## src/logic/ssp_pkg.sv

```systemverilog
`default_nettype none

package ssp_pkg;

    // APB address width and register indices (byte address is four times the index)
    localparam int         APB_AW        = 8;
    localparam logic [5:0] IDX_LEFT_ONE  = 6'h06;
    localparam logic [5:0] IDX_RIGHT_ONE = 6'h07;
    localparam logic [5:0] IDX_LEFT_TWO  = 6'h08;

    // Values after reset
    localparam logic [7:0] RST_LEFT_ONE  = 8'h01;
    localparam logic [7:0] RST_RIGHT_ONE = 8'h20;
    localparam logic [7:0] RST_LEFT_TWO  = 8'h32;
    localparam logic [1:0] RST_INSZ_LEFT_ONE  = 2'h0;
    localparam logic [1:0] RST_INSZ_RIGHT_ONE = 2'h2;
    localparam logic [1:0] RST_INSZ_LEFT_TWO  = 2'h3;
    localparam logic [2:0] RST_SNS_LEFT_ONE   = 3'h1;
    localparam logic [2:0] RST_SNS_RIGHT_ONE  = 3'h0;
    localparam logic [2:0] RST_SNS_LEFT_TWO   = 3'h2;

    // Field positions
    localparam int INSZ_LSB      = 4;
    localparam int SNS_LSB       = 0;
    localparam int INSZ_SKIP_BIT = 1;
    localparam int MARKER_BIT    = 7;

    // Input-size codes
    localparam logic [1:0] INSZ_24 = 2'h0;
    localparam logic [1:0] INSZ_16 = 2'h1;

    // Sense-output codes
    localparam logic [2:0] SNS_VOLT   = 3'h0;
    localparam logic [2:0] SNS_CURR   = 3'h1;
    localparam logic [2:0] SNS_BATT   = 3'h2;
    localparam logic [2:0] SNS_CTRL   = 3'h3;
    localparam logic [2:0] SNS_ALT    = 3'h4;
    localparam logic [2:0] SNS_STATUS = 3'h5;
    localparam logic [2:0] SNS_MARKER = 3'h6;
    localparam logic [2:0] SNS_BLANK  = 3'h7;

    // Placement lengths in bit clocks
    localparam logic [4:0] LEN_24 = 5'h18;
    localparam logic [4:0] LEN_16 = 5'h10;
    localparam logic [4:0] LEN_8  = 5'h08;

    // Placements handled here; index value N_PLACE means idle or handed on
    localparam int         N_PLACE    = 3;
    localparam logic [1:0] PLACE_IDLE = 2'h3;

    typedef struct packed {
        logic [15:0] voltage;
        logic [15:0] current;
        logic [7:0]  battery;
        logic [7:0]  control;
        logic [7:0]  status;
        logic [2:0]  slot_id;
    } ssp_sense_t;

    typedef struct packed {
        logic [23:0] word;
        logic [1:0]  placement;
    } ssp_audio_t;

endpackage

`default_nettype wire

```

## src/logic/ssp_walk.sv

```systemverilog
`default_nettype none

module ssp_walk
    import ssp_pkg::*;
#(
    parameter int NP = N_PLACE
)
(
    input  wire logic            clk,
    input  wire logic            rst_n,
    input  wire logic            tick,
    input  wire logic            start,
    input  wire logic [NP*5-1:0] lens,
    output logic      [1:0]      place,
    output logic      [4:0]      cnt,
    output logic                 last,
    output logic                 busy
);

    logic [1:0] place_reg;
    logic [4:0] cnt_reg;
    logic [4:0] len_cur;

    // Position of the bit taken on this tick
    assign place   = start ? 2'h0 : place_reg;
    assign cnt     = start ? 5'h00 : cnt_reg;
    assign busy    = place != PLACE_IDLE;
    assign len_cur = busy ? lens[5*int'(place) +: 5] : LEN_8;
    assign last    = busy && (cnt == 5'(len_cur - 5'h01));

    always_ff @(posedge clk or negedge rst_n)
    begin
        if (!rst_n)
        begin
            place_reg <= PLACE_IDLE;
            cnt_reg   <= 5'h00;
        end
        else if (tick && busy)
        begin
            place_reg <= last ? 2'(place + 2'h1) : place;
            cnt_reg   <= last ? 5'h00 : 5'(cnt + 5'h01);
        end
    end

endmodule

`default_nettype wire

```

## src/logic/ssp_ctrl.sv

```systemverilog
`default_nettype none

module ssp_ctrl
    import ssp_pkg::*;
(
    input  wire logic              pclk,
    input  wire logic              presetn,
    input  wire logic              psel,
    input  wire logic              penable,
    input  wire logic              pwrite,
    input  wire logic [APB_AW-1:0] paddr,
    input  wire logic [31:0]       pwdata,
    output logic      [31:0]       prdata,
    output logic                   pready,
    output logic                   pslverr,
    input  wire logic              bclk_pin,
    input  wire logic              fsync_pin,
    input  wire logic              sdata_in_pin,
    output logic                   sdata_out_pin,
    output logic                   sdata_out_oe,
    input  wire ssp_sense_t        sense_in,
    output ssp_audio_t             audio_out,
    output logic                   audio_valid,
    output logic                   audio_defer
);

    logic [7:0]  cfg_reg [N_PLACE];
    logic [31:0] prdata_reg;
    logic        pready_reg;
    logic        pslverr_reg;
    logic        bclk_s1_reg, bclk_s2_reg, bclk_s3_reg;
    logic        fs_s1_reg, fs_s2_reg, fs_prev_reg;
    logic        sd_s1_reg, sd_s2_reg;
    logic        out_pending_reg;
    logic        alt_reg;
    ssp_sense_t  snap_reg;
    logic [23:0] shift_reg;
    ssp_audio_t  audio_reg;
    logic        audio_valid_reg;
    logic        audio_defer_reg;
    logic        sdo_reg;
    logic        sdo_oe_reg;
    logic        first_reg;

    // Register decode
    logic [5:0]  reg_idx;
    logic [2:0]  hit;
    logic        addr_ok;
    logic [1:0]  sel;
    logic        access;
    logic        wr_en;
    logic [7:0]  rd_byte;

    assign reg_idx = paddr[7:2];
    assign hit[0]  = reg_idx == IDX_LEFT_ONE;
    assign hit[1]  = reg_idx == IDX_RIGHT_ONE;
    assign hit[2]  = reg_idx == IDX_LEFT_TWO;
    assign addr_ok = (paddr[1:0] == 2'h0) && (|hit);
    assign sel     = hit[2] ? 2'h2 : (hit[1] ? 2'h1 : 2'h0);
    assign access  = psel && penable;
    assign wr_en   = access && pready_reg && pwrite && addr_ok;
    assign rd_byte = addr_ok ? cfg_reg[sel] : 8'h00;

    // Per-placement field decode
    logic [1:0]         insz   [N_PLACE];
    logic [2:0]         sns    [N_PLACE];
    logic [N_PLACE-1:0] skip;
    logic [N_PLACE*5-1:0] in_lens;
    logic [N_PLACE*5-1:0] out_lens;

    genvar gi;
    generate
        for (gi = 0; gi < N_PLACE; gi++)
        begin : g_field
            assign insz[gi] = cfg_reg[gi][INSZ_LSB +: 2];
            assign sns[gi]  = cfg_reg[gi][SNS_LSB +: 3];
            assign skip[gi] = insz[gi][INSZ_SKIP_BIT];
            assign in_lens[5*gi +: 5] = skip[gi] ? LEN_8 :
                                        (insz[gi] == INSZ_16 ? LEN_16 : LEN_24);
            assign out_lens[5*gi +: 5] = (sns[gi] == SNS_VOLT || sns[gi] == SNS_CURR ||
                                          sns[gi] == SNS_ALT) ? LEN_16 : LEN_8;
        end
    endgenerate

    // Audio comes from the first placement that does not skip
    logic [1:0] aud_sel;
    assign aud_sel = !skip[0] ? 2'h0 :
                     !skip[1] ? 2'h1 :
                     !skip[2] ? 2'h2 : PLACE_IDLE;

    // Bit clock edges from the synchronised pin
    logic rise_tick;
    logic fall_tick;
    logic frame_start;

    assign rise_tick   = bclk_s2_reg && !bclk_s3_reg;
    assign fall_tick   = !bclk_s2_reg && bclk_s3_reg;
    assign frame_start = rise_tick && fs_s2_reg && !fs_prev_reg;

    // Input and output walkers
    logic [1:0] in_place, out_place;
    logic [4:0] in_cnt, out_cnt;
    logic       in_last, out_last;
    logic       in_busy, out_busy;
    logic       out_start;

    assign out_start = fall_tick && out_pending_reg;

    ssp_walk #(
        .NP (N_PLACE)
    ) u_in_walk (
        .clk   (pclk),
        .rst_n (presetn),
        .tick  (rise_tick),
        .start (frame_start),
        .lens  (in_lens),
        .place (in_place),
        .cnt   (in_cnt),
        .last  (in_last),
        .busy  (in_busy)
    );

    ssp_walk #(
        .NP (N_PLACE)
    ) u_out_walk (
        .clk   (pclk),
        .rst_n (presetn),
        .tick  (fall_tick),
        .start (out_start),
        .lens  (out_lens),
        .place (out_place),
        .cnt   (out_cnt),
        .last  (out_last),
        .busy  (out_busy)
    );

    // Audio capture
    logic        cap_bit;
    logic [23:0] shift_next;
    logic [23:0] word_next;

    assign cap_bit    = rise_tick && in_busy && (in_place == aud_sel);
    assign shift_next = {shift_reg[22:0], sd_s2_reg};
    assign word_next  = (insz[aud_sel] == INSZ_16) ? {shift_next[15:0], 8'h00} : shift_next;

    // Sense word for the current output placement, left aligned
    logic [2:0]  out_code;
    logic [15:0] sense_word;
    logic        alt_phase;
    logic        out_bit;

    assign out_code  = out_busy ? sns[out_place] : SNS_BLANK;
    assign alt_phase = out_start ? !alt_reg : alt_reg;
    always_comb
    begin
        sense_word = 16'h0000;
        unique case (out_code)
            SNS_VOLT:   sense_word = snap_reg.voltage;
            SNS_CURR:   sense_word = snap_reg.current;
            SNS_ALT:    sense_word = alt_phase ? snap_reg.current : snap_reg.voltage;
            SNS_BATT:   sense_word = {snap_reg.battery, 8'h00};
            SNS_CTRL:   sense_word = {snap_reg.control, 8'h00};
            SNS_STATUS: sense_word = {snap_reg.status, 8'h00};
            SNS_MARKER: sense_word = {alt_phase, 4'h0, snap_reg.slot_id, 8'h00};
            SNS_BLANK:  sense_word = 16'h0000;
        endcase
    end
    assign out_bit = sense_word[4'(4'hf - out_cnt[3:0])];

    // APB slave, one wait state
    always_ff @(posedge pclk or negedge presetn)
    begin
        if (!presetn)
        begin
            pready_reg  <= 1'b0;
            pslverr_reg <= 1'b0;
            prdata_reg  <= 32'h0000_0000;
        end
        else
        begin
            pready_reg  <= access && !pready_reg;
            pslverr_reg <= access && !pready_reg && !addr_ok;
            prdata_reg  <= (access && !pready_reg && !pwrite) ? {24'h000000, rd_byte} : 32'h0;
        end
    end

    // Configuration registers
    always_ff @(posedge pclk or negedge presetn)
    begin
        if (!presetn)
        begin
            cfg_reg[0] <= RST_LEFT_ONE;
            cfg_reg[1] <= RST_RIGHT_ONE;
            cfg_reg[2] <= RST_LEFT_TWO;
        end
        else if (wr_en)
        begin
            cfg_reg[sel] <= pwdata[7:0];
        end
    end

    // Pin synchronisers
    always_ff @(posedge pclk or negedge presetn)
    begin
        if (!presetn)
        begin
            bclk_s1_reg <= 1'b0;
            bclk_s2_reg <= 1'b0;
            bclk_s3_reg <= 1'b0;
            fs_s1_reg   <= 1'b0;
            fs_s2_reg   <= 1'b0;
            sd_s1_reg   <= 1'b0;
            sd_s2_reg   <= 1'b0;
        end
        else
        begin
            bclk_s1_reg <= bclk_pin;
            bclk_s2_reg <= bclk_s1_reg;
            bclk_s3_reg <= bclk_s2_reg;
            fs_s1_reg   <= fsync_pin;
            fs_s2_reg   <= fs_s1_reg;
            sd_s1_reg   <= sdata_in_pin;
            sd_s2_reg   <= sd_s1_reg;
        end
    end

    // Frame tracking and sense snapshot
    always_ff @(posedge pclk or negedge presetn)
    begin
        if (!presetn)
        begin
            fs_prev_reg     <= 1'b0;
            out_pending_reg <= 1'b0;
            alt_reg         <= 1'b0;
            snap_reg        <= '0;
            first_reg       <= 1'b1;
        end
        else
        begin
            first_reg <= 1'b0;
            if (rise_tick)
            begin
                fs_prev_reg <= fs_s2_reg;
            end
            if (frame_start)
            begin
                out_pending_reg <= 1'b1;
                snap_reg        <= sense_in;
            end
            else if (out_start)
            begin
                out_pending_reg <= 1'b0;
            end
            if (out_start)
            begin
                alt_reg <= !alt_reg;
            end
        end
    end

    // Audio word assembly
    always_ff @(posedge pclk or negedge presetn)
    begin
        if (!presetn)
        begin
            shift_reg       <= 24'h000000;
            audio_reg       <= '0;
            audio_valid_reg <= 1'b0;
            audio_defer_reg <= 1'b0;
        end
        else
        begin
            audio_valid_reg <= cap_bit && in_last;
            audio_defer_reg <= frame_start && (aud_sel == PLACE_IDLE);
            if (cap_bit)
            begin
                shift_reg <= shift_next;
            end
            if (cap_bit && in_last)
            begin
                audio_reg.word      <= word_next;
                audio_reg.placement <= in_place;
            end
        end
    end

    // Sense output pin, updated on falling bit clock
    always_ff @(posedge pclk or negedge presetn)
    begin
        if (!presetn)
        begin
            sdo_reg    <= 1'b0;
            sdo_oe_reg <= 1'b0;
        end
        else if (fall_tick)
        begin
            sdo_reg    <= out_busy ? out_bit : 1'b0;
            sdo_oe_reg <= out_busy;
        end
    end

    assign prdata        = prdata_reg;
    assign pready        = pready_reg;
    assign pslverr       = pslverr_reg;
    assign sdata_out_pin = sdo_reg;
    assign sdata_out_oe  = sdo_oe_reg;
    assign audio_out     = audio_reg;
    assign audio_valid   = audio_valid_reg;
    assign audio_defer   = audio_defer_reg;

    // Checks
    property p_word_16;
        @(posedge pclk) disable iff (!presetn)
        (cap_bit && in_last && insz[aud_sel] == INSZ_16) |=>
            (audio_valid && audio_out.word[7:0] == 8'h00);
    endproperty
    a_word_16: assert property (p_word_16) else $error("16-bit word not padded");

    property p_word_24;
        @(posedge pclk) disable iff (!presetn)
        (cap_bit && in_last && insz[aud_sel] == INSZ_24) |=>
            (audio_valid && audio_out.word == $past(shift_next));
    endproperty
    a_word_24: assert property (p_word_24) else $error("24-bit word wrong");

    property p_skip_len;
        @(posedge pclk) disable iff (!presetn)
        (in_busy && skip[in_place]) |-> (in_lens[5*int'(in_place) +: 5] == LEN_8);
    endproperty
    a_skip_len: assert property (p_skip_len) else $error("skip length not eight");

    property p_skip_no_cap;
        @(posedge pclk) disable iff (!presetn)
        (rise_tick && in_busy && skip[in_place]) |-> !cap_bit;
    endproperty
    a_skip_no_cap: assert property (p_skip_no_cap) else $error("skipped bits kept");

    property p_from_left_two;
        @(posedge pclk) disable iff (!presetn)
        (skip[0] && skip[1] && !skip[2]) |-> (aud_sel == 2'h2);
    endproperty
    a_from_left_two: assert property (p_from_left_two) else $error("audio not from left two");

    property p_defer;
        @(posedge pclk) disable iff (!presetn)
        (frame_start && (&skip)) |=> (audio_defer ##1 !audio_defer);
    endproperty
    a_defer: assert property (p_defer) else $error("defer pulse missing");

    property p_volt_msb;
        @(posedge pclk) disable iff (!presetn)
        (fall_tick && out_busy && out_code == SNS_VOLT && out_cnt == 5'h00) |=>
            (sdata_out_oe && sdata_out_pin == snap_reg.voltage[15]);
    endproperty
    a_volt_msb: assert property (p_volt_msb) else $error("voltage msb wrong");

    property p_eight_len;
        @(posedge pclk) disable iff (!presetn)
        (out_busy && (out_code == SNS_BATT || out_code == SNS_CTRL ||
                      out_code == SNS_STATUS)) |->
            (out_lens[5*int'(out_place) +: 5] == LEN_8);
    endproperty
    a_eight_len: assert property (p_eight_len) else $error("8-bit sense length wrong");

    property p_blank;
        @(posedge pclk) disable iff (!presetn)
        (fall_tick && out_busy && out_code == SNS_BLANK) |=> (sdata_out_oe && !sdata_out_pin);
    endproperty
    a_blank: assert property (p_blank) else $error("blank bit driven high");

    property p_reset_vals;
        @(posedge pclk) disable iff (!presetn)
        first_reg |-> (insz[1] == RST_INSZ_RIGHT_ONE && sns[1] == RST_SNS_RIGHT_ONE &&
                       insz[2] == RST_INSZ_LEFT_TWO && sns[2] == RST_SNS_LEFT_TWO);
    endproperty
    a_reset_vals: assert property (p_reset_vals) else $error("reset values wrong");

    property p_from_right_one;
        @(posedge pclk) disable iff (!presetn)
        (skip[0] && !skip[1]) |-> (aud_sel == 2'h1);
    endproperty
    a_from_right_one: assert property (p_from_right_one) else $error("audio not from right one");

    property p_oe_span;
        @(posedge pclk) disable iff (!presetn)
        (fall_tick && !out_busy) |=> !sdata_out_oe;
    endproperty
    a_oe_span: assert property (p_oe_span) else $error("pin driven past placements");

endmodule

`default_nettype wire

```

## config.mk

```make
export PLATFORM = sky130hd
export DESIGN_NAME = ssp_ctrl
export DESIGN_NICKNAME = d
export VERILOG_FILES = /design/src/logic/ssp_pkg.sv /design/src/logic/ssp_walk.sv /design/src/logic/ssp_ctrl.sv
export SDC_FILE = /design/constraint.sdc
export NUM_CORES = 1
export LEC_CHECK = 0
export BUFFER_PORTS_ARGS = -buffer_cell sky130_fd_sc_hd__buf_2
export CORE_ASPECT_RATIO = 0.6
export CORE_MARGIN = 2
export CORE_UTILIZATION = 59
export DETAILED_ROUTE_END_ITERATION = 8
export PLACE_DENSITY_LB_ADDON = 0.05
export REMOVE_ABC_BUFFERS = 1
export SLEW_MARGIN = 20
export SYNTH_ARGS = -nofsm -noshare
export SYNTH_HDL_FRONTEND = slang
export SYNTH_SLANG_ARGS = --single-unit
export TNS_END_PERCENT = 10
```

## constraint.sdc

```tcl
create_clock -name pclk -period 4.8 [get_ports pclk]
set_clock_uncertainty 0.15 [all_clocks]
set_input_delay 0.48 -clock pclk [delete_from_list [all_inputs] [get_ports pclk]]
set_output_delay 0.48 -clock pclk [all_outputs]
set_load 0.05 [all_outputs]
```

==> results of run 1 <==
## logic make-up after synthesis
| family | after synthesis | synth area share (%) |
|---|---|---|
| simple gates | 380 | 20.1 |
| flops | 170 | 51.5 |
| compound gates | 121 | 10.4 |
| buf+inv | 87 | 5.63 |
| mux | 85 | 11.4 |
| fa+ha+maj | 4 | 0.604 |
| xor+xnor | 4 | 0.423 |
| other cells | 1 | 0.0452 |
## power breakdown
group	switching, mW	total [mW]	internal [mW]
clock network	0.643	1.34	0.696
logic	0.411	0.687	0.276
registers	0.204	1.85	1.65
## final timing paths
kind	startpoint	endpoint	slack [ns]	depth (start not counted)
setup / recovery	bclk_s2_reg	sdata_out_pin	0.67	12
hold / removal	fsync_pin	fs_s1_reg	0.04	1
min in group asynchronous	presetn	snap_reg[29]	0.50	2
hold reg to reg	sd_s1_reg	sd_s2_reg	0.20	0
setup reg to reg	bclk_s2_reg	sdata_out_pin	0.67	12
max in group asynchronous	presetn	cfg_reg[1]	3.03	3
## final cells by class
cell class	instances	share of cell area, %
multi-input combinational	618	38.5
clock buffer	17	4.45
tap	192	2.51
clock inverter	15	1.56
sequential	170	44.6
inverter	22	0.863
timing repair buffer	133	7.52
## through the flow
stage	setup slack [ns]	util, %	hold WS, ns
after floorplan	-3.83	-	0.0344
after global placement	0.930	65.5	0.185
after detailed placement	0.820	65.6	0.188
after CTS	0.760	69.9	0.000550
after global routing	0.357	70.0	0.0175
final	0.674	70.0	0.0396
## cells in the final DEF (no fill, tap or decap), types with 17 or more instances in the layout
master     instances
conb_1            24
nor2_1            23
nand2_1          281
a21oi_1           19
inv_1             20
dfrtp_1          161
clkbuf_16         17
mux2_2            40
buf_2            121
mux2_1            34
## layer usage
layer  up-vias  track usage [%]
li1       3095                -
met1      3249             41.7
met2       264             39.7
met3        20             5.36
met4         0             6.89
met5         -                0
## critical path, cell delays in order, from the launching register on
cell       delay (ns)
dfrtp_1          0.46
nand3b_1         0.34
buf_4            0.27
and2_1           0.18
ha_1             0.41
or2_2            0.37
o31a_1           0.13
or2_0            0.38
nor3_1           0.55
a221o_1          0.25
a2bb2oi_1        0.19
o2111ai_1        0.15
a32oi_1          0.20
==> results_tabular.tex, run 1 <==
\begin{tabular}{lr}
\hline
Metric & Value \\
\hline
\multicolumn{2}{l}{\textbf{STA}} \\
\quad Achievable frequency & 0.242 GHz \\
\quad Fin Setup TNS & 0 ns \\
\quad Setup repair after global routing missed its margin & no \\
\quad Minimum clock period after layout & 4.13 ns \\
\quad Tightest slew margin relative to the limit & 46.8\% \\
\quad Transition time at the pin with the least slew margin & 0.797 ns \\
\quad Number of hold violations in the final report & 0 \\
\quad Count of final setup violators & 0 \\
\quad Final slew viol count & 0 \\
\quad Fin crit share & 86.0\% \\
\multicolumn{2}{l}{\textbf{Clock tree}} \\
\quad Number of H-tree levels & 4 \\
\quad TritonCTS clock tree & built \\
\quad Post-CTS clock slew at the launch and capture registers of the worst setup and hold paths & 0.07 ns \\
\quad PostCTS Resize Cnt & 0 \\
\quad Maximum count of clock buffers along a single path & 2 \\
\quad Root buf cell & clkbuf\_16 \\
\quad Number of sinks driven by the clock tree & 170 \\
\quad Postcts setup bufs & 0 \\
\quad Clock Latency Late Sink & 0.42 ns \\
\quad Hold-fix buffer count after cts & 2 \\
\quad Cts bufs inserted & 17 \\
\multicolumn{2}{l}{\textbf{Synthesis}} \\
\quad Async SR Flop Fraction & 100\% \\
\quad Most area-hungry cell type in the Yosys netlist & dfrtp\_1 \\
\quad Most used DFF post-synth & dfrtp\_1 \\
\quad Number of warning messages in the yosys log & 0 \\
\quad Synthesized flop and latch total & 170 \\
\quad Sequential cell area fraction in the yosys report & 51.5\% \\
\quad Ranking of synthesized cells by area & dfrtp\_1 49\%, nand2\_1 13\%, mux2\_2 5.4\%, mux2\_1 4.6\%, dfstp\_2 2.9\% \\
\quad Most used standard cells in the synthesized netlist & 281 x nand2\_1, 161 x dfrtp\_1, 40 x mux2\_2 \\
\quad Mapped Avg Cell Area & 9.73 sq um \\
\quad Mapped Cells & 852 \\
\quad Top cell type's share of synthesized area & 48.6\% \\
\quad Cell with the most instances after synthesis & nand2\_1 \\
\quad Number of flops mapped to enable cells by yosys & 0 \\
\quad Number of distinct library cell variants in the gate-level netlist after synthesis & 75 \\
\quad Netlist Area Pre-Place & 0.00829 sq mm \\
\multicolumn{2}{l}{\textbf{Route}} \\
\quad DRC viols & 0 \\
\quad Residual antenna-violating net count after detailed routing & 0 \\
\quad Total via count after detailed routing & 6,628 \\
\quad Sum of met3 wire segment lengths after detailed routing & 1390 microns \\
\quad Met2 wire len & 8200 microns \\
\quad Top metal layer carrying routed signals & met4 \\
\quad Total wirelength of the detailed-routed design & 19,400 microns \\
\quad Vias per cell & 5.68 \\
\quad Pre-antenna DRT Iters & 5 \\
\quad Number of DRC markers after the initial detailed-route iteration & 551 \\
\quad WL per Instance & 16.7 microns \\
\quad Routed length on met1 & 9680 microns \\
\multicolumn{2}{l}{\textbf{Pwr}} \\
\quad Max rail drop VDD & 0.244 mV \\
\quad Power density over cell area & 406 mW/mm\^{}2 \\
\quad Static power due to leakage & 4.85 nW \\
\quad Power, Total & 3.88 mW \\
\multicolumn{2}{l}{\textbf{Worst setup path}} \\
\quad Required time at the endpoint of the critical path & 4.99 ns \\
\quad Type of destination of the critical path & flip-flop \\
\quad Critical path fanouts, max & 16 \\
\quad Data arrival at the endpoint of the critical path & 4.31 ns \\
\quad Category of the critical setup timing path & reg -> reg \\
\quad Startpoint kind of the worst setup timing path & flip-flop \\
\multicolumn{2}{l}{\textbf{Global routing}} \\
\quad Largest net degree at the start of global routing & 88 \\
\quad GRT Resource Usage Total & 27.2\% \\
\quad Via count of the first global-routing pass & 6,310 \\
\quad First-pass GRT wire length & 31,800 microns \\
\quad Number of antenna violations at the first check in global routing & 0 \\
\quad Overflow left after global routing & 0 \\
\multicolumn{2}{l}{\textbf{Layout}} \\
\quad Antenna cell count & 0 \\
\quad Share of layout cells above drive strength 1 & 23.1\% \\
\quad Number of standard cells in the final layout excluding fillers & 1,167 \\
\quad Storage element area & 0.00427 sq mm \\
\quad Net count, final & 1,073 \\
\quad Area growth syn-to-layout & 15.4\% \\
\quad Multi-input gate area & 0.00368 sq mm \\
\quad Max reg flops & 59 \\
\quad Fin area & 0.00957 sq mm \\
\quad Fillers & 1,082 \\
\multicolumn{2}{l}{\textbf{Die}} \\
\quad Die Wd & 157 microns \\
\quad Starting Density & 60.6\% \\
\quad I/O pin count & 171 \\
\quad Die Ht & 95.8 microns \\
\quad Placeable core region & 0.0137 sq mm \\
\quad Std-Cell Rows & 33 \\
\quad Area enclosed by the die boundary & 0.0150 sq mm \\
\multicolumn{2}{l}{\textbf{Placed design}} \\
\quad Total placed cells including tap cells & 1,132 \\
\quad Post-Place Cell Area & 0.00896 sq mm \\
\quad Final RePlAce weighted congestion & 0.875 \\
\quad Estimated wirelength of the detail-placed design & 13,600 microns \\
\quad IO Port Bufs & 122 \\
\multicolumn{2}{l}{\textbf{Outcome}} \\
\quad Outcome & completed \\
\multicolumn{2}{l}{\textbf{Run}} \\
\quad Number of violations of the max-capacitance limit & 0 \\
\multicolumn{2}{l}{\textbf{Min path}} \\
\quad Hold WC Path Type & in -> reg \\
\hline
\end{tabular}
(Power assumes the default switching activity.)
==> run 2, diff against run 1 <==
--- a/config.mk
+++ b/config.mk
@@ -10,7 +10,7 @@
 export CORE_MARGIN = 2
 export CORE_UTILIZATION = 59
 export DETAILED_ROUTE_END_ITERATION = 8
-export PLACE_DENSITY_LB_ADDON = 0.05
+export PLACE_DENSITY = 0.88
 export REMOVE_ABC_BUFFERS = 1
 export SLEW_MARGIN = 20
 export SYNTH_ARGS = -nofsm -noshare
==> results_tabular.tex, run 2 (synthesized netlist as in run 1, its figures left out) <==
\begin{tabular}{lr}
\hline
Metric & Value \\
\hline
\multicolumn{2}{l}{\textbf{Outcome}} \\
\quad Outcome & finished, violations left \\
\quad Violated checks & hold timing \\
\multicolumn{2}{l}{\textbf{Placed design}} \\
\quad Estimated wirelength of the detail-placed design & 12,800 microns \\
\quad Post-placement setup slack & 1.03 ns \\
\quad Total placed cells including tap cells & 1,133 \\
\quad IO Port Bufs & 122 \\
\quad Post-Place Cell Area & 0.00896 sq mm \\
\quad Final RePlAce weighted congestion & 0.875 \\
\multicolumn{2}{l}{\textbf{Clock tree}} \\
\quad Root buf cell & clkbuf\_16 \\
\quad Hold-fix buffer count after cts & 0 \\
\quad Postcts setup bufs & 0 \\
\quad Cts bufs inserted & 17 \\
\quad Maximum count of clock buffers along a single path & 2 \\
\quad Number of H-tree levels & 4 \\
\quad Number of sinks driven by the clock tree & 170 \\
\quad PostCTS Resize Cnt & 0 \\
\quad Clock Latency Late Sink & 0.42 ns \\
\quad Post-CTS clock slew at the launch and capture registers of the worst setup and hold paths & 0.07 ns \\
\quad TritonCTS clock tree & built \\
\multicolumn{2}{l}{\textbf{Route}} \\
\quad Total wirelength of the detailed-routed design & 19,300 microns \\
\quad Residual antenna-violating net count after detailed routing & 0 \\
\quad Vias per cell & 5.77 \\
\quad WL per Instance & 16.5 microns \\
\quad Total via count after detailed routing & 6,719 \\
\quad DRC viols & 0 \\
\quad Number of DRC markers after the initial detailed-route iteration & 589 \\
\quad Pre-antenna DRT Iters & 6 \\
\multicolumn{2}{l}{\textbf{STA}} \\
\quad Final slew viol count & 0 \\
\quad Tightest slew margin relative to the limit & 42.7\% \\
\quad Fin crit share & 81.3\% \\
\quad Achievable frequency & 0.256 GHz \\
\quad Setup repair after global routing missed its margin & no \\
\quad Worst hold margin & -0.0368 ns \\
\quad Transition time at the pin with the least slew margin & 0.859 ns \\
\quad Count of final setup violators & 0 \\
\quad Worst setup margin & 0.897 ns \\
\quad Fin Setup TNS & 0 ns \\
\quad Minimum clock period after layout & 3.90 ns \\
\quad Number of hold violations in the final report & 16 \\
\multicolumn{2}{l}{\textbf{Layout}} \\
\quad Share of layout cells above drive strength 1 & 22.9\% \\
\quad Number of standard cells in the final layout excluding fillers & 1,165 \\
\quad Fillers & 997 \\
\quad Commonest non-fill, non-tap cell in the layout & nand2\_1 \\
\quad Max reg flops & 59 \\
\quad Commonest cells after routing, fill and taps aside & 281 x nand2\_1, 161 x dfrtp\_1, 121 x buf\_2 \\
\quad Area growth syn-to-layout & 16.0\% \\
\quad Net count, final & 1,071 \\
\quad Fin area & 0.00962 sq mm \\
\multicolumn{2}{l}{\textbf{Worst setup path}} \\
\quad Capturing instance or port of the critical path & sdata\_out\_pin \\
\quad Critical path fanouts, max & 16 \\
\quad Data arrival at the endpoint of the critical path & 4.04 ns \\
\quad Category of the critical setup timing path & reg -> reg \\
\quad Reg2Reg Capture Point & sdata\_out\_pin \\
\quad Type of destination of the critical path & flip-flop \\
\quad Startpoint kind of the worst setup timing path & flip-flop \\
\quad Slowest Stage Delay on Critical Path & 0.49 ns \\
\quad Worst reg2reg setup slack & 0.90 ns \\
\quad Required time at the endpoint of the critical path & 4.94 ns \\
\quad CP max-delay cell & dfrtp\_1 \\
\quad Worst Setup SP & bclk\_s2\_reg \\
\quad RR Startpoint & bclk\_s2\_reg \\
\quad Length in cells of the worst reg-to-reg path & 11 \\
\quad Cells along the critical path & nand3b\_1, and2\_1, ha\_1, or2\_2, o31a\_1, or2\_0, and4\_1, o32ai\_1, a21oi\_1, o311ai\_1, a32oi\_1 \\
\multicolumn{2}{l}{\textbf{Global routing}} \\
\quad Via count of the first global-routing pass & 6,368 \\
\quad Largest net degree at the start of global routing & 95 \\
\quad GRT Resource Usage Total & 26.9\% \\
\quad Number of antenna violations at the first check in global routing & 2 \\
\quad First-pass GRT wire length & 31,800 microns \\
\quad Overflow left after global routing & 0 \\
\multicolumn{2}{l}{\textbf{Die}} \\
\quad Die Ht & 95.8 microns \\
\quad Std-Cell Rows & 33 \\
\quad Placeable core region & 0.0137 sq mm \\
\quad Die Wd & 157 microns \\
\quad I/O pin count & 171 \\
\quad Starting Density & 60.6\% \\
\quad Area enclosed by the die boundary & 0.0150 sq mm \\
\multicolumn{2}{l}{\textbf{Pwr}} \\
\quad Static power due to leakage & 4.87 nW \\
\quad Power density over cell area & 420 mW/mm\^{}2 \\
\quad Max rail drop VDD & 0.215 mV \\
\multicolumn{2}{l}{\textbf{Min path}} \\
\quad Hold WC Path Type & in -> async \\
\multicolumn{2}{l}{\textbf{Run}} \\
\quad Number of violations of the max-capacitance limit & 0 \\
\hline
\end{tabular}
run 2: how the worst min path moves through the flow:
stage / start / endpoint
after floorplan: presetn / alt_reg
after global placement: sd_s1_reg / sd_s2_reg
after detailed placement: bclk_s1_reg / bclk_s2_reg
after CTS: presetn / snap_reg[37]
after global routing: sdata_in_pin / sd_s1_reg
final: presetn / snap_reg[37]
run 2: where the power goes:
part / switching, mW / leakage (nW) / internal [mW]
clock: 0.557 / 0.318 / 0.951
sequential: 0.200 / 2.15 / 1.65
combinational: 0.410 / 2.40 / 0.274
total: 1.17 / 4.87 / 2.88
run 2: critical path: cells and delay by family, from the launching register on:
family / cells / cell delay [ns]
AOI/OAI and AO/OA: 5 / 1.13
DFF: 1 / 0.49
and+or+nand+nor: 5 / 1.60
adders and majority gates: 1 / 0.40
run 2: through the flow:
step | util [%] | hold slack [ns] | power [mW]
floorplan | - | 0.0344 | 2.30
global placement | 65.5 | 0.183 | 2.50
detailed placement | 65.6 | 0.185 | 2.54
CTS | 70.3 | 0.00896 | 4.04
global route | 70.3 | 0.00495 | 4.23
finish | 70.4 | -0.0368 | 4.04
run 2: metal layers:
layer / routed length (microns) / track usage, % / up-vias
met5: 13 / 0 / -
met4: 223 / 7.58 / 2
met3: 1650 / 6.71 / 31
met2: 8370 / 39.3 / 338
met1: 9010 / 40.2 / 3244
li1: - / - / 3104
run 2: final cells by class:
| type | count | area (sq um) | area share [%] |
|---|---|---|---|
| antenna | 1 | 2.50 | 0.0260 |
| clock buffer | 20 | 457 | 4.75 |
| clock inverter | 11 | 193 | 2.00 |
| inverter | 22 | 82.6 | 0.859 |
| multi-input combinational | 618 | 3690 | 38.4 |
| sequential | 170 | 4270 | 44.4 |
| tap | 192 | 240 | 2.50 |
| timing repair buffer | 131 | 684 | 7.12 |
